**src/common/scfg_pkg.sv**
```systemverilog
// register map, field layout and carrier types of the channel config block
package scfg_pkg;
    localparam logic [7:0] IDX_MODE = 8'h10;
    localparam logic [7:0] IDX_TX_DATA = 8'h11;
    localparam logic [7:0] IDX_COMMAND = 8'h12;
    localparam logic [7:0] IDX_STATUS = 8'h13;
    localparam logic [7:0] IDX_FLOW_CHAR = 8'h14;
    localparam logic [7:0] IDX_CCR3L = 8'h1C;
    localparam logic [7:0] IDX_CCR3H = 8'h1D;
    localparam logic [7:0] IDX_LEAD_IN = 8'h1E;
    localparam logic [7:0] IDX_IDLE_TO = 8'h1F;
    localparam logic [7:0] REG_RESET = 8'h00;
    localparam logic [15:0] FLOW_CHAR_RESET = 16'h1311;
    localparam int B_CSF = 5;
    localparam int B_ERRORED_UNIT_THRESHOLD = 4;
    localparam int B_RAC = 3;
    localparam int B_SS7_ENABLE = 0;
    localparam int B_CHL = 4;
    localparam int B_DXS = 2;
    localparam int B_TX_BREAK_FORCE = 1;
    localparam int B_STOP = 0;
    localparam int B_RX_CHECKSUM_DISABLE = 6;
    localparam int B_RX_CHECKSUM_FORWARD = 5;
    localparam int B_RX_ADDR_FORWARD = 4;
    localparam int B_PAR = 6;
    localparam int B_CHECK_BIT_ENABLE = 5;
    localparam int B_DPS = 4;
    localparam int B_RX_FIFO_STATUS_FORMAT = 3;
    localparam int B_RX_FIFO_THRESHOLD = 0;
    localparam int B_TIMEOUT_AUTO_ENABLE = 7;
    localparam int B_PROTO = 0;
    localparam int B_SUBMODE = 2;
    localparam int B_ADDR_W = 4;
    localparam int B_LEAD_EN = 5;
    localparam int B_LEAD_IN_REPEAT_COUNT = 6;
    localparam int B_TX_RESET = 0;
    localparam int B_FORCE_REL = 1;
    localparam int B_ERR_HIGH = 0;
    localparam logic [1:0] ADDR_MODE0 = 2'h2;
    localparam logic [6:0] ERR_THR_LOW = 7'h40;
    localparam logic [6:0] ERR_THR_HIGH = 7'h20;
    localparam logic [14:0] TO_CHARS_PER_STEP = 15'h0004;
    typedef enum logic [1:0] {
        MODE_ASYNC = 2'h0, MODE_HDLC = 2'h1, MODE_BISYNC = 2'h2
    } proto_type;
    typedef enum logic [3:0] {
        TX_IDLE = 4'h1, TX_DATA = 4'h2, TX_PARITY = 4'h4, TX_STOP = 4'h8
    } tx_state_type;
    typedef enum logic [3:0] {
        RX_IDLE = 4'h1, RX_DATA = 4'h2, RX_PARITY = 4'h4, RX_STOP = 4'h8
    } rx_state_type;
    typedef struct packed {
        logic valid;
        logic is_status;
        logic block_end;
        logic [7:0] data;
    } rx_word_type;
    typedef struct packed {
        logic addr;
        logic fsn_bsn;
        logic checksum;
        logic payload;
    } rx_field_type;
endpackage

```
**src/rtl/serial_channel_format_config.sv**
```systemverilog
// serial channel format, receive filter and transmit control logic
// Notes on behaviour
// - with compare on, repeated LSSUs with equal status are dropped
// - error-rate-high rises when errored units reach 64, or 32
// - length code 00..11 selects eight, seven, six or five data bits
// - receiver off means the receive line is ignored entirely
// - async flow characters are dropped when discard is set
// - break drives transmit low at next transmit clock rise, aborts char
// - pending data waits out a break; transmit reset keeps break
// - SS7 runs in HDLC with enable set, address mode 0, narrow address
// - one stop bit when select clear, two when set
// - parity enable with format zero, odd, even or one
// - parity sits above short data, or in status LSB for 8 bits
// - parity error flagged in status bit 7
// - checksum expected only while receive checking is on
// - checksum always evaluated, forwarded only with forward bit
// - address or FSN/BSN forwarded only with address forward bit
// - parity kept out of data byte when suppressed, always in status
// - status format adds a status byte with parity and framing errors
// - HDLC pool-full at 32,16,4,2 bytes; frame end notifies at once
// - async pool-full at 1,4,16,32 bytes or 1,2,8,16 pairs
// - lead-in pattern is sent without zero insertion
// - auto timeout inserts a block end marker and signals the event
// - timeout after (length+1)*4 quiet character frames
// - lead-in repeats 1, 2, 4 or 8 times
//
// Decided for this implementation: the APB interface to the registers.
`timescale 1ns/10ps
module serial_channel_format_config
    import scfg_pkg::*;
#(
    parameter int ADDR_W = 10
) (
    input wire logic clk,
    input wire logic rst,
    input wire logic psel,
    input wire logic penable,
    input wire logic pwrite,
    input wire logic [ADDR_W-1:0] paddr,
    input wire logic [31:0] pwdata,
    output logic [31:0] prdata,
    output logic pready,
    output logic pslverr,
    input wire logic txclk_pin,
    input wire logic rxclk_pin,
    input wire logic rxd_pin,
    output logic txd,
    input wire logic sync_txd,
    input wire logic frame_ready,
    output logic lead_in_active,
    output rx_word_type rx_word,
    input wire logic [6:0] rx_fifo_level,
    input wire logic frame_end,
    output logic rx_pool_full_irq,
    output logic timeout_event,
    input wire logic su_done,
    input wire logic su_is_lssu,
    input wire logic [7:0] su_status,
    input wire logic su_errored,
    output logic lssu_store,
    output logic ss7_active,
    input wire rx_field_type rx_field,
    output logic field_forward,
    output logic checksum_expected
);
    if (ADDR_W < 10) begin : g_bad_width
        $error("ADDR_W must be at least 10");
    end

    function automatic logic [3:0] char_bits(input logic [1:0] code);
        char_bits = 4'h8 - {2'h0, code};
    endfunction

    function automatic logic [7:0] char_mask(input logic [3:0] n);
        char_mask = 8'hFF >> (4'h8 - n);
    endfunction

    function automatic logic parity_of(input logic [7:0] d,
                                       input logic [1:0] fmt);
        unique case (fmt)
            2'h0: parity_of = 1'b0;
            2'h1: parity_of = ~^d;
            2'h2: parity_of = ^d;
            2'h3: parity_of = 1'b1;
        endcase
    endfunction

    function automatic logic is_mapped(input logic [7:0] idx);
        is_mapped = idx inside {IDX_MODE, IDX_TX_DATA, IDX_COMMAND,
            IDX_STATUS, IDX_FLOW_CHAR, IDX_CCR3L, IDX_CCR3H,
            IDX_LEAD_IN, IDX_IDLE_TO};
    endfunction

    logic [7:0] ccr3l, ccr3h, lead_in, idle_to, mode_reg, tx_hold;
    logic [15:0] flow_char;
    logic [7:0] idx;
    logic wr, tx_reset, force_rel, err_clr;
    logic [1:0] txclk_sync, rxclk_sync, rxd_sync;
    logic txclk_q, rxclk_q, tx_rise, rx_rise, rxd_s;
    proto_type proto;
    logic async_m, hdlc_m, brk, rx_on, check_bit_enable;
    logic [3:0] n_bits;
    logic [7:0] mask;

    assign idx = paddr[9:2];
    assign wr = psel & penable & pwrite;
    assign pready = 1'b1;
    assign pslverr = psel & penable & ~is_mapped(idx);
    assign tx_reset = wr & (idx == IDX_COMMAND) & pwdata[B_TX_RESET];
    assign force_rel = wr & (idx == IDX_COMMAND) & pwdata[B_FORCE_REL];
    assign err_clr = wr & (idx == IDX_STATUS) & pwdata[B_ERR_HIGH];
    assign proto = proto_type'(mode_reg[B_PROTO +: 2]);
    assign async_m = proto == MODE_ASYNC;
    assign hdlc_m = proto == MODE_HDLC;
    assign brk = async_m & ccr3l[B_TX_BREAK_FORCE];
    assign rx_on = ccr3l[B_RAC];
    assign check_bit_enable = ~hdlc_m & ccr3h[B_CHECK_BIT_ENABLE];
    assign n_bits = char_bits(ccr3l[B_CHL +: 2]);
    assign mask = char_mask(n_bits);

    // register writes take effect only in the access phase
    always_ff @(posedge clk) begin
        if (rst) begin
            ccr3l <= REG_RESET;
            ccr3h <= REG_RESET;
            lead_in <= REG_RESET;
            idle_to <= REG_RESET;
            mode_reg <= REG_RESET;
            tx_hold <= REG_RESET;
            flow_char <= FLOW_CHAR_RESET;
        end else if (wr) begin
            unique case (idx)
                IDX_CCR3L: ccr3l <= pwdata[7:0];
                IDX_CCR3H: ccr3h <= pwdata[7:0];
                IDX_LEAD_IN: lead_in <= pwdata[7:0];
                IDX_IDLE_TO: idle_to <= pwdata[7:0];
                IDX_MODE: mode_reg <= pwdata[7:0];
                IDX_TX_DATA: tx_hold <= pwdata[7:0];
                IDX_FLOW_CHAR: flow_char <= pwdata[15:0];
                default: ;
            endcase
        end
    end

    logic tx_pending, err_high;
    logic [6:0] err_count;
    tx_state_type tx_state;

    // read data sampled in setup so it stands through the access phase
    always_ff @(posedge clk) begin
        if (rst) begin
            prdata <= 32'h0000_0000;
        end else if (psel & ~penable) begin
            unique case (idx)
                IDX_CCR3L: prdata <= {24'h0, ccr3l};
                IDX_CCR3H: prdata <= {24'h0, ccr3h};
                IDX_LEAD_IN: prdata <= {24'h0, lead_in};
                IDX_IDLE_TO: prdata <= {24'h0, idle_to};
                IDX_MODE: prdata <= {24'h0, mode_reg};
                IDX_TX_DATA: prdata <= {24'h0, tx_hold};
                IDX_FLOW_CHAR: prdata <= {16'h0, flow_char};
                IDX_STATUS: prdata <= {17'h0, err_count, 4'h0,
                    tx_pending, brk, tx_state != TX_IDLE, err_high};
                default: prdata <= 32'h0000_0000;
            endcase
        end
    end

    // pin inputs: two flops, then edge detect on the second stage only
    always_ff @(posedge clk) begin
        if (rst) begin
            txclk_sync <= 2'h0;
            rxclk_sync <= 2'h0;
            rxd_sync <= 2'h3;
            txclk_q <= 1'b0;
            rxclk_q <= 1'b0;
        end else begin
            txclk_sync <= {txclk_sync[0], txclk_pin};
            rxclk_sync <= {rxclk_sync[0], rxclk_pin};
            rxd_sync <= {rxd_sync[0], rxd_pin};
            txclk_q <= txclk_sync[1];
            rxclk_q <= rxclk_sync[1];
        end
    end
    assign tx_rise = txclk_sync[1] & ~txclk_q;
    assign rx_rise = rxclk_sync[1] & ~rxclk_q;
    assign rxd_s = rxd_sync[1];

    logic txd_uart, tx_par;
    logic [7:0] tx_shift;
    logic [3:0] tx_cnt;

    // data written while a break stands just waits in the holding byte
    always_ff @(posedge clk) begin
        if (rst) begin
            tx_pending <= 1'b0;
        end else begin
            if ((tx_rise & ~brk & async_m & tx_state == TX_IDLE) | tx_reset)
                tx_pending <= 1'b0;
            if (wr & idx == IDX_TX_DATA)
                tx_pending <= 1'b1;
        end
    end

    always_ff @(posedge clk) begin
        if (rst | tx_reset) begin
            tx_state <= TX_IDLE;
            txd_uart <= ~brk;
            tx_shift <= 8'h00;
            tx_cnt <= 4'h0;
            tx_par <= 1'b0;
        end else if (tx_rise & brk) begin
            tx_state <= TX_IDLE;
            txd_uart <= 1'b0;
        end else if (tx_rise) begin
            unique case (tx_state)
                TX_IDLE: begin
                    txd_uart <= 1'b1;
                    if (tx_pending & async_m) begin
                        tx_state <= TX_DATA;
                        txd_uart <= 1'b0;
                        tx_shift <= tx_hold & mask;
                        tx_par <= parity_of(tx_hold & mask,
                                            ccr3h[B_PAR +: 2]);
                        tx_cnt <= 4'h0;
                    end
                end
                TX_DATA: begin
                    txd_uart <= tx_shift[0];
                    tx_shift <= tx_shift >> 1;
                    tx_cnt <= tx_cnt + 4'h1;
                    if (tx_cnt == n_bits - 4'h1) begin
                        tx_state <= check_bit_enable ? TX_PARITY : TX_STOP;
                        tx_cnt <= 4'h0;
                    end
                end
                TX_PARITY: begin
                    txd_uart <= tx_par;
                    tx_state <= TX_STOP;
                end
                TX_STOP: begin
                    txd_uart <= 1'b1;
                    tx_cnt <= tx_cnt + 4'h1;
                    if (tx_cnt == {3'h0, ccr3l[B_STOP]})
                        tx_state <= TX_IDLE;
                end
            endcase
        end
    end

    logic [2:0] lead_idx, lead_rep, lead_last;
    assign lead_last = 3'((4'h1 << mode_reg[B_LEAD_IN_REPEAT_COUNT +: 2]) - 4'h1);

    always_ff @(posedge clk) begin
        if (rst) begin
            lead_in_active <= 1'b0;
            lead_idx <= 3'h0;
            lead_rep <= 3'h0;
        end else if (~lead_in_active) begin
            if (frame_ready & ~async_m & mode_reg[B_LEAD_EN]) begin
                lead_in_active <= 1'b1;
                lead_idx <= 3'h0;
                lead_rep <= 3'h0;
            end
        end else if (tx_rise) begin
            lead_idx <= lead_idx + 3'h1;
            if (lead_idx == 3'h7) begin
                lead_rep <= lead_rep + 3'h1;
                if (lead_rep == lead_last)
                    lead_in_active <= 1'b0;
            end
        end
    end

    // lead-in bits bypass the stuffing engine, so no zeros get inserted
    always_ff @(posedge clk) begin
        if (rst)
            txd <= 1'b1;
        else if (async_m)
            txd <= txd_uart;
        else if (lead_in_active)
            txd <= lead_in[lead_idx];
        else
            txd <= sync_txd;
    end

    rx_state_type rx_state;
    logic [7:0] rx_shift, rx_data, rx_status, rx_char, status_hold;
    logic [3:0] rx_cnt;
    logic rx_par, rx_stop_hit, rx_pe, rx_drop, status_pend, release_pend;

    always_ff @(posedge clk) begin
        if (rst | ~rx_on | ~async_m) begin
            rx_state <= RX_IDLE;
            rx_shift <= 8'h00;
            rx_cnt <= 4'h0;
            rx_par <= 1'b0;
        end else if (rx_rise) begin
            unique case (rx_state)
                RX_IDLE: begin
                    if (~rxd_s) begin
                        rx_state <= RX_DATA;
                        rx_cnt <= 4'h0;
                    end
                end
                RX_DATA: begin
                    rx_shift <= {rxd_s, rx_shift[7:1]};
                    rx_cnt <= rx_cnt + 4'h1;
                    if (rx_cnt == n_bits - 4'h1)
                        rx_state <= check_bit_enable ? RX_PARITY : RX_STOP;
                end
                RX_PARITY: begin
                    rx_par <= rxd_s;
                    rx_state <= RX_STOP;
                end
                RX_STOP: rx_state <= RX_IDLE;
            endcase
        end
    end

    assign rx_stop_hit = rx_rise & rx_on & (rx_state == RX_STOP);
    assign rx_char = (rx_shift >> (4'h8 - n_bits)) & mask;
    assign rx_pe = check_bit_enable & (rx_par != parity_of(rx_char, ccr3h[B_PAR +: 2]));
    assign rx_data = rx_char | ((check_bit_enable & ~ccr3h[B_DPS] & n_bits != 4'h8)
        ? ({7'h00, rx_par} << n_bits) : 8'h00);
    assign rx_status = {rx_pe, ~rxd_s, 5'h00,
        check_bit_enable & rx_par};
    assign rx_drop = ccr3l[B_DXS] & (rx_char == (flow_char[7:0] & mask)
        | rx_char == (flow_char[15:8] & mask));

    logic [14:0] to_count, to_units, to_limit;
    logic [4:0] cfl;
    logic to_armed, to_hit;
    assign cfl = {1'b0, n_bits} + 5'h1 + {4'h0, check_bit_enable}
        + (ccr3l[B_STOP] ? 5'h2 : 5'h1);
    assign to_units = {8'h00, idle_to[6:0]} + 15'h0001;
    assign to_limit = 15'(to_units * TO_CHARS_PER_STEP
        * {10'h000, cfl});
    assign to_hit = rx_rise & to_armed & (to_count + 15'h1 == to_limit);

    always_ff @(posedge clk) begin
        if (rst | ~rx_on | ~async_m | ~idle_to[B_TIMEOUT_AUTO_ENABLE]) begin
            to_count <= 15'h0000;
            to_armed <= 1'b0;
            timeout_event <= 1'b0;
        end else begin
            timeout_event <= to_hit;
            if (~rxd_s | rx_state != RX_IDLE) begin
                to_count <= 15'h0000;
                to_armed <= 1'b1;
            end else if (to_hit) begin
                to_armed <= 1'b0;
            end else if (rx_rise & to_armed) begin
                to_count <= to_count + 15'h1;
            end
        end
    end

    // one word per cycle; a status byte or marker waits its turn
    always_ff @(posedge clk) begin
        if (rst) begin
            rx_word <= '0;
            status_pend <= 1'b0;
            status_hold <= 8'h00;
            release_pend <= 1'b0;
        end else begin
            rx_word <= '0;
            if (timeout_event | force_rel)
                release_pend <= 1'b1;
            if (rx_stop_hit & ~rx_drop) begin
                rx_word <= '{1'b1, 1'b0, 1'b0, rx_data};
                status_pend <= ccr3h[B_RX_FIFO_STATUS_FORMAT];
                status_hold <= rx_status;
            end else if (status_pend) begin
                rx_word <= '{1'b1, 1'b1, 1'b0, status_hold};
                status_pend <= 1'b0;
            end else if (release_pend) begin
                rx_word <= '{1'b1, 1'b0, 1'b1, 8'h00};
                release_pend <= timeout_event | force_rel;
            end
        end
    end

    logic [6:0] pool_thr;
    logic pool_over, pool_over_q;
    always_comb begin
        pool_thr = 7'h01;
        if (hdlc_m)
            unique case (ccr3h[B_RX_FIFO_THRESHOLD +: 2])
                2'h0: pool_thr = 7'h20;
                2'h1: pool_thr = 7'h10;
                2'h2: pool_thr = 7'h04;
                2'h3: pool_thr = 7'h02;
            endcase
        else
            unique case (ccr3h[B_RX_FIFO_THRESHOLD +: 2])
                2'h0: pool_thr = ccr3h[B_RX_FIFO_STATUS_FORMAT] ? 7'h02 : 7'h01;
                2'h1: pool_thr = 7'h04;
                2'h2: pool_thr = 7'h10;
                2'h3: pool_thr = 7'h20;
            endcase
    end
    assign pool_over = rx_fifo_level >= pool_thr;

    always_ff @(posedge clk) begin
        if (rst) begin
            pool_over_q <= 1'b0;
            rx_pool_full_irq <= 1'b0;
        end else begin
            pool_over_q <= pool_over;
            rx_pool_full_irq <= (pool_over & ~pool_over_q) | frame_end
                | (rx_word.valid & rx_word.block_end);
        end
    end

    logic last_lssu;
    logic [7:0] last_status;
    logic [6:0] err_thr;
    assign ss7_active = hdlc_m & ccr3l[B_SS7_ENABLE] & ~mode_reg[B_ADDR_W]
        & (mode_reg[B_SUBMODE +: 2] == ADDR_MODE0);
    assign err_thr = ccr3l[B_ERRORED_UNIT_THRESHOLD] ? ERR_THR_HIGH : ERR_THR_LOW;

    always_ff @(posedge clk) begin
        if (rst) begin
            lssu_store <= 1'b0;
            last_lssu <= 1'b0;
            last_status <= 8'h00;
        end else begin
            lssu_store <= 1'b0;
            if (su_done & ss7_active) begin
                last_lssu <= su_is_lssu;
                last_status <= su_status;
                lssu_store <= su_is_lssu & ~(ccr3l[B_CSF] & last_lssu
                    & su_status == last_status);
            end
        end
    end

    // the count freezes at the threshold until software clears the flag
    always_ff @(posedge clk) begin
        if (rst) begin
            err_count <= 7'h00;
            err_high <= 1'b0;
        end else begin
            if (err_clr) begin
                err_count <= 7'h00;
                err_high <= 1'b0;
            end
            if (su_errored & ss7_active & ~err_high) begin
                err_count <= err_count + 7'h01;
                if (err_count + 7'h01 >= err_thr)
                    err_high <= 1'b1;
            end
        end
    end

    assign checksum_expected = hdlc_m & ~ccr3h[B_RX_CHECKSUM_DISABLE];
    assign field_forward = hdlc_m & (rx_field.payload
        | (rx_field.checksum & checksum_expected
           & ccr3h[B_RX_CHECKSUM_FORWARD])
        | (rx_field.addr & ccr3h[B_RX_ADDR_FORWARD]
           & mode_reg[B_SUBMODE +: 2] != ADDR_MODE0)
        | (rx_field.fsn_bsn & ccr3h[B_RX_ADDR_FORWARD] & ss7_active));
endmodule

```
**config.mk**
```make
export PLATFORM = sky130hd
export DESIGN_NAME = serial_channel_format_config
export DESIGN_NICKNAME = d
export VERILOG_FILES = /design/src/common/scfg_pkg.sv /design/src/rtl/serial_channel_format_config.sv
export SDC_FILE = /design/constraint.sdc
export NUM_CORES = 1
export LEC_CHECK = 0
export BUFFER_PORTS_ARGS = -buffer_cell sky130_fd_sc_hd__buf_2
export CAP_MARGIN = 20
export CORE_MARGIN = 10
export CORE_UTILIZATION = 40
export DETAILED_ROUTE_END_ITERATION = 8
export HOLD_SLACK_MARGIN = 0.15
export PLACE_DENSITY_LB_ADDON = 0.1
export SLEW_MARGIN = 20
export SYNTH_ARGS = -nofsm -noshare
export SYNTH_HDL_FRONTEND = slang
export SYNTH_SLANG_ARGS = --single-unit
```
**constraint.sdc**
```tcl
create_clock -name clk -period 10.2 [get_ports clk]
set_input_delay 0 -clock clk [delete_from_list [all_inputs] [get_ports clk]]
set_output_delay 0 -clock clk [all_outputs]
set_load 0.01 [all_outputs]
```
==> impl_summary.txt, run 1 <==
----------------------------------------------------
[Synthesis]
  Total number of yosys warnings ... 0
  Mean Syn Cell Area ... between 8 and 9 um^2
  Top cells by area in the synthesized netlist ... dfxtp_1 33%, nand2_1 6.5%, a21oi_1 6.4%
  Synthesized instance count ... about 1400
  Leading area contributor after synthesis ... dfxtp_1
  Async set-reset flop share out of synthesis ... 0%
  Synth Flop Type ... dfxtp_1
  Count of cell types in the netlist ... 76
  Fraction of post-synthesis cell area in the top cell type by area ... 33.39%
  Number of enable flip-flop cells after synthesis ... 1
  #FFs+latches synth ... ~190
  Fraction of the yosys area taken by sequential cells ... 33.66%
  Cell area after synthesis ... between 10000 and 15000 um^2

[Critical path]
  Largest fanout on the critical path ... 30
  Required time of the worst setup path ... approximately 11000 ps
  Critical Setup Path Class ... register to register
  Sort of element at the end of the critical path ... register
  CP Data Arrival Time ... approximately 7500 ps
  Kind of launch point of the worst setup path ... register

[Drt]
  Residual DRC ... 1
  DRT Pass-1 Iters ... 9
  Via-to-Cell Ratio ... around 5.5
  Routed vias ... around 10000
  Total wirelength of the detailed-routed design ... ~32 mm
  Iter 0 DRT Violations ... 700
  Detail-routed net length per standard cell ... about 18 um
  Number of antenna-violating nets in the routed design ... 0

[Power]
  Clock share of power ... between 40% and 50%
  Leakage Power ... approximately 4.8 nW
  Switch share ... 26.19%
  Net load switching power ... 397.7 uW
  Part of the power in combinational logic ... under 10%
  Total power of the final layout ... around 1.5 mW
  Highest ir drop seen on vdd ... 0.1084 mV
  Sequential share of power ... roughly 48%
  Total internal power ... between 1 and 1.5 mW
  Power density of the placed cells ... 118.9 nW/um^2

[Place]
  Routability-driven placement congestion ratio ... around 0.83
  Detailed placer's ending HPWL ... between 20 and 25 mm
  Total of buffers placed on input and output ports ... about 90
  Cell area after placement ... ~12000 um^2
  Number of cells after detailed placement ... ~1700

[STA]
  Final Slew Violations ... 0
  Setup-failing EPs final ... 0
  Worst slew margin relative to its limit ... 28.42%
  Final Critical Period ... about 7200 ps
  Clock skew ... about 12 ps
  Sum of negative setup slack ... 0 ps
  Unrepaired setup endpoints after global routing ... no
  Transition at the pin with the smallest max-transition slack ... roughly 1100 ps
  Fraction of the cycle the final worst path needs ... roughly 70%
  Highest clock frequency the design can meet ... between 100 and 150 MHz
  Final Hold Viols ... 0

[Run status]
  Run status ... finished with violations
  Violated checks ... design-rule violations

[Clocking]
  Clock Root Buffer ... clkbuf_16
  H-tree Lvls ... 4
  Number of buffers inserted during clock tree synthesis ... 17
  Clock edge transition at the registers on the reported setup and hold paths ... 80 ps
  Insertion delay of the later-clocked pin in the worst-skew pair ... approximately 450 ps
  TritonCTS clock tree ... yes
  Maximum number of buffers from clock root to sink ... 2
  Count of buffers added by post-CTS timing repair for setup ... 0
  Sink Count ... between 150 and 200

[Min path]
  Hold Path Class ... primary input to register

[Floorplan]
  Top-level port count ... roughly 130
  Initial core utilization ... slightly above 40%
  Die Span Y ... around 190 um
  Core region area ... 27030 um^2
  Std-Cell Rows ... 60
  Floorplan die area ... about 35000 um^2
  Chip width ... around 190 um

[Final layout]
  Biggest registers after layout ... flow_char: 16 flops, prdata: 16 flops, to_count: 15 flops
  Finished Cell Area ... 12770 um^2
  Layout cell share with drive strength beyond 1 ... around 11%
  Final instance count without filler cells ... 1803
  Number of diodes ... 0
  Relative area change from synthesis to final layout ... 15.75%
  Final net count ... 1590

[Job]
  Reported max-cap violation count ... 0

[Global routing]
  Final global-route overflow total ... 0
  Number of antenna violations at the first check in global routing ... 0
  Global Route Usage Sum ... a little under a fifth
  Wire length of the first global-routing pass ... 51.78 mm
  Pin count of the biggest net entering global routing ... 76
  Via count of the first global-routing pass ... around 9600

----------------------------------------------------
[path summary, 6_finish.rpt]
| kind | slack (ps) | depth (start not counted) | from | endpoint |
|---|---|---|---|---|
| worst max-delay path | 3040 | 23 | ccr3l[4] | to_count[5] |
| worst max register to register | 3040 | 23 | ccr3l[4] | to_count[5] |
| worst min register to register | 410 | 1 | rxd_sync[0] | rxd_sync[1] |
| worst min-delay path | 180 | 5 | paddr[3] | idle_to[6] |
[metal layers]
layer  track usage, %  vias to the layer above  share of wire [%]
met3            3.178                       40                4.9
met1            24.71                     4746                 46
li1                 -                     4936                  -
met5                0                        -                  0
met4            5.289                        0                1.6
met2            30.66                      248                 48
[cell usage in the layout (no fill, tap or decap), drive strengths merged, types with 4 or more instances in the layout]
cell         instances
nand2              192
dfxtp              184
a21oi              140
nor2               114
buf                103
nand3               58
dlygate4sd3         52
xnor2               50
ha                  46
xor2                40
inv                 39
o21ai               35
and2                28
mux2i               27
nor3                25
fa                  20
or3                 19
nor2b               18
a221oi              18
a211oi              18
clkbuf              18
nand2b              17
conb                17
nand3b              14
and3                13
a31oi               13
a22oi               13
nand4               13
nor4                10
or2                  8
a222oi               7
a21o                 7
nor3b                7
o211ai               6
clkinv               6
a311oi               5
mux4                 5
nor4b                5
o31a                 4
[cell usage after synthesis (3+ instances only)]
| master | n |
|---|---|
| o21ai_0 | 33 |
| and2_1 | 27 |
| mux2i_1 | 27 |
| buf_4 | 17 |
| nor3_1 | 25 |
| nand2b_1 | 17 |
| nand2_1 | 192 |
| buf_2 | 7 |
| mux4_2 | 5 |
| inv_1 | 32 |
| o2111ai_1 | 3 |
| a22oi_1 | 13 |
| mux2_2 | 3 |
| clkbuf_1 | 61 |
| a211oi_1 | 18 |
| or4_1 | 3 |
| nor4_1 | 9 |
| nand4_1 | 12 |
| a311oi_1 | 5 |
| nor3b_1 | 7 |
| ha_1 | 46 |
| xnor2_1 | 50 |
| o211ai_1 | 5 |
| a31oi_1 | 13 |
| or2_2 | 8 |
| fa_1 | 20 |
| nand3_1 | 56 |
| nor4b_1 | 5 |
| a221oi_1 | 18 |
| a21oi_1 | 140 |
| nor2_1 | 114 |
| nor2b_1 | 18 |
| o31a_1 | 4 |
| buf_1 | 7 |
| and3_1 | 13 |
| a21o_1 | 6 |
| xor2_1 | 40 |
| dfxtp_1 | 184 |
| a222oi_1 | 7 |
| a22o_1 | 3 |
| or3_1 | 19 |
| nand3b_1 | 14 |
[power by group through the flow]
stage | combinational, mW | clock (mW) | sequential [mW]
6_report | 0.0795 | 0.708 | 0.731
5_1_grt | 0.0869 | 0.757 | 0.731
4_1_cts | 0.0788 | 0.729 | 0.731
3_5_place_dp | 0.0660 | 0 | 0.748
3_3_place_gp | 0.0655 | 0 | 0.748
2_1_floorplan | 0.0382 | 0 | 0.748
[cell families (layout without fill, tap and decap cells)]
group,count (synthesis),in the layout,share of synthesized area [%]
buf+inv,127,220,5.115
mux,35,35,3.776
xor+xnor,91,91,7.349
other cells,2,17,0.06807
flops,185,185,33.66
simple gates,550,550,24.04
compound gates,298,298,17.15
fa+ha+maj,66,66,8.845
[layout make-up]
type / count / area, um^2
Clock buffer: 18 / 439.2
Sequential cell: 185 / 3714
Multi-Input combinational cell: 1057 / 6828
Fill cell: 2773 / 14250
Tap cell: 341 / 426.7
Clock inverter: 14 / 176.4
Timing Repair Buffer: 155 / 1064
Inverter: 33 / 123.9
[metrics by stage]
stage               setup slack, ps  util [%]  hold WS (ps)
global placement               3032     43.01         191.0
floorplan                      3858         -         90.51
finish                         3043     47.25         181.7
detailed placement             3020     43.03         194.5
CTS                            2985     47.24         165.5
global route                   2542     47.25         218.3
[critical path, cell delays in order (launching register included)]
cell      delay, ps
dfxtp_1         320
buf_4           320
clkinv_1        440
fa_1            630
ha_1            300
a21oi_1          60
nor2_1           80
nor2_1           50
xnor2_1         570
nand2_1         170
fa_1            530
inv_1            60
fa_1            510
fa_1            490
ha_1            370
nor2b_1         160
o31a_1          250
o211ai_1        230
a21oi_1         110
or3_1           340
and3_1          200
a21o_4          290
or4_1           420
a21oi_1         140
[what timing repair did]
| action | CTS | global route |
|---|---|---|
| resized for setup | 0 | 0 |
| hold buffers | 52 | 0 |
| endpoints found under the setup margin | 0 | 0 |
| hold endpoints to repair | 119 | 0 |
Note: power is estimated with default switching activity, not from simulation.
==> inputs of run 2 (changes only) <==
clock period = 7.1 ns   (was 10.2 ns; I/O delays follow)
==> impl_summary.txt, run 2 (synthesis results as in run 1) <==
----------------------------------------------------
[Clocking]
  Clock Root Buffer ... clkbuf_16
  H-tree Lvls ... 4
  Insertion delay of the later-clocked pin in the worst-skew pair ... 450 ps
  Maximum number of buffers from clock root to sink ... 2
  Sink Count ... roughly 190
  Number of buffers inserted during clock tree synthesis ... 17
  TritonCTS clock tree ... yes
  Total of cells resized after clock tree synthesis ... 0
  Clock edge transition at the registers on the reported setup and hold paths ... roughly 90 ps

[Critical path]
  Capturing point of the worst reg2reg path ... to_count[13]
  CP Data Arrival Time ... about 6900 ps
  Critical Setup Path Class ... register to register
  Number of cells on the critical path ... 25
  Crit-path slowest cell ... fa_1
  Termination of the worst setup path ... to_count[13]
  Largest incremental delay on the critical path ... between 500 and 600 ps
  Cell family contributing the most delay on the critical path ... adder cells
  Setup slack on the worst flop-to-flop path ... about 540 ps
  Largest fanout on the critical path ... 28
  Required time of the worst setup path ... 7450 ps
  FF-to-FF Start ... mode_reg[1]
  Worst R2R Path Depth ... 25
  Critical path buffers and inverters ... 3
  Launch point of the worst path ... mode_reg[1]
  Kind of launch point of the worst setup path ... register
  Sort of element at the end of the critical path ... register

[Final layout]
  Layout cell share with drive strength beyond 1 ... a little under an eighth
  Most frequent cells in the layout ... 192 x nand2_1, 184 x dfxtp_1, 140 x a21oi_1, 113 x nor2_1, 91 x buf_2
  Finished Cell Area ... about 13000 um^2
  Final-layout fill cell count ... around 2700
  Number of diodes ... 0
  Most frequent standard cell in the layout excluding fill and tap cells ... nand2_1
  Final net count ... 1597
  Biggest registers after layout ... flow_char: 16 flops, prdata: 16 flops, to_count: 15 flops
  Relative area change from synthesis to final layout ... 16.36%

[Drt]
  Iter 0 DRT Violations ... 780
  Routed vias ... ~9900
  Via-to-Cell Ratio ... roughly 5.5
  Detail-routed net length per standard cell ... ~18 um
  Residual DRC ... 0
  Number of antenna-violating nets in the routed design ... 0
  DRT Pass-1 Iters ... 5
  Total wirelength of the detailed-routed design ... around 32 mm

[Power]
  Leakage Power ... between 4 and 5 nW
  Highest ir drop seen on vdd ... roughly 0.12 mV
  Power density of the placed cells ... about 170 nW/um^2

[Place]
  Routability-driven placement congestion ratio ... around 0.87
  Detailed placer's ending HPWL ... about 23 mm
  Total of buffers placed on input and output ports ... 92
  Cell area after placement ... 11690 um^2

[STA]
  Final Critical Period ... between 6000 and 7000 ps
  Clock skew ... ~19 ps
  Unrepaired setup endpoints after global routing ... no
  Highest clock frequency the design can meet ... approximately 150 MHz
  Sum of negative setup slack ... 0 ps
  Final Hold Viols ... 0
  Worst slew margin relative to its limit ... 26.06%
  Final Slew Violations ... 0
  Transition at the pin with the smallest max-transition slack ... approximately 1100 ps
  Fraction of the cycle the final worst path needs ... slightly above 90%
  Setup-failing EPs final ... 0

[Floorplan]
  Die Span Y ... 186.1 um
  Std-Cell Rows ... 60
  Chip width ... around 190 um
  Initial core utilization ... 40.82%
  Top-level port count ... roughly 130
  Core region area ... 27030 um^2
  Floorplan die area ... around 35000 um^2

[Global routing]
  Final global-route overflow total ... 0
  Wire length of the first global-routing pass ... a little over 50 mm
  Number of antenna violations at the first check in global routing ... 0
  Via count of the first global-routing pass ... slightly above 9000
  Pin count of the biggest net entering global routing ... 90
  Global Route Usage Sum ... approximately a fifth

[Run status]
  Run status ... complete, no violations

[Job]
  Reported max-cap violation count ... 0

[Min path]
  Hold Path Class ... primary input to register

----------------------------------------------------
[run 2: worst min path at each step]
stage | from | to | slack (ps) | cells after the start
after floorplan | penable | pslverr | 90 | 2
after global placement | rxd_pin | rxd_sync[0] | 190 | 2
after detailed placement | rxd_pin | rxd_sync[0] | 190 | 2
after CTS | paddr[3] | prdata[15] | 180 | 5
after global routing | psel | prdata[10] | 220 | 5
final | psel | prdata[8] | 200 | 5
[run 2: per-stage QoR]
step / power (mW) / std cells / util (%) / setup slack [ps] / hold slack [ps]
2_1_floorplan: 1.130 / 1369 / - / 757.6 / 90.51
5_1_grt: 2.243 / 1810 / 47.50 / 14.19 / 222.1
3_3_place_gp: 1.168 / 1726 / 43.24 / 667.8 / 186.1
4_1_cts: 2.190 / 1810 / 47.50 / 543.9 / 177.3
6_report: 2.170 / 1810 / 47.50 / 539.5 / 198.5
3_5_place_dp: 1.169 / 1726 / 43.24 / 567.1 / 189.1
[run 2: area by class of cell]
type | count | area (um^2) | area share (%)
inverters | 33 | 123.9 | 0.9648
clock inverters | 15 | 205.2 | 1.598
multi-input cells | 1057 | 6825 | 53.16
repair buffers | 162 | 1119 | 8.713
well taps | 341 | 426.7 | 3.323
clock buffers | 17 | 425.4 | 3.314
flip-flops and latches | 185 | 3714 | 28.92
[run 2: power breakdown]
| group | switching (mW) | total [mW] | leakage [nW] | internal [mW] |
|---|---|---|---|---|
| clock | 0.517 | 1.01 | 0.300 | 0.490 |
| sequential | 0.00447 | 1.05 | 1.49 | 1.04 |
| combinational | 0.0661 | 0.113 | 3.06 | 0.0471 |
[run 2: repair_timing]
action                                 4_1_cts  5_1_grt
setup buffers                                0        0
endpoints found under the hold margin      113        0
hold buffers                                52        0
[run 2: worst min-delay path, cell delays in order]
cell	delay, ps
buf_2	110
nor2b_1	120
buf_4	210
nor2_1	110
nor3_1	50
[run 2: routing by layer]
| layer | up-vias | share of wire, % | wire length [um] | global-route usage [%] |
|---|---|---|---|---|
| li1 | 4953 | - | - | - |
| met1 | 4762 | 47 | 15400 | 25.46 |
| met5 | - | 0 | 0 | 0 |
| met2 | 217 | 48 | 15570 | 30.71 |
| met3 | 15 | 3.7 | 1207 | 2.769 |
| met4 | 0 | 0.83 | 270 | 3.708 |
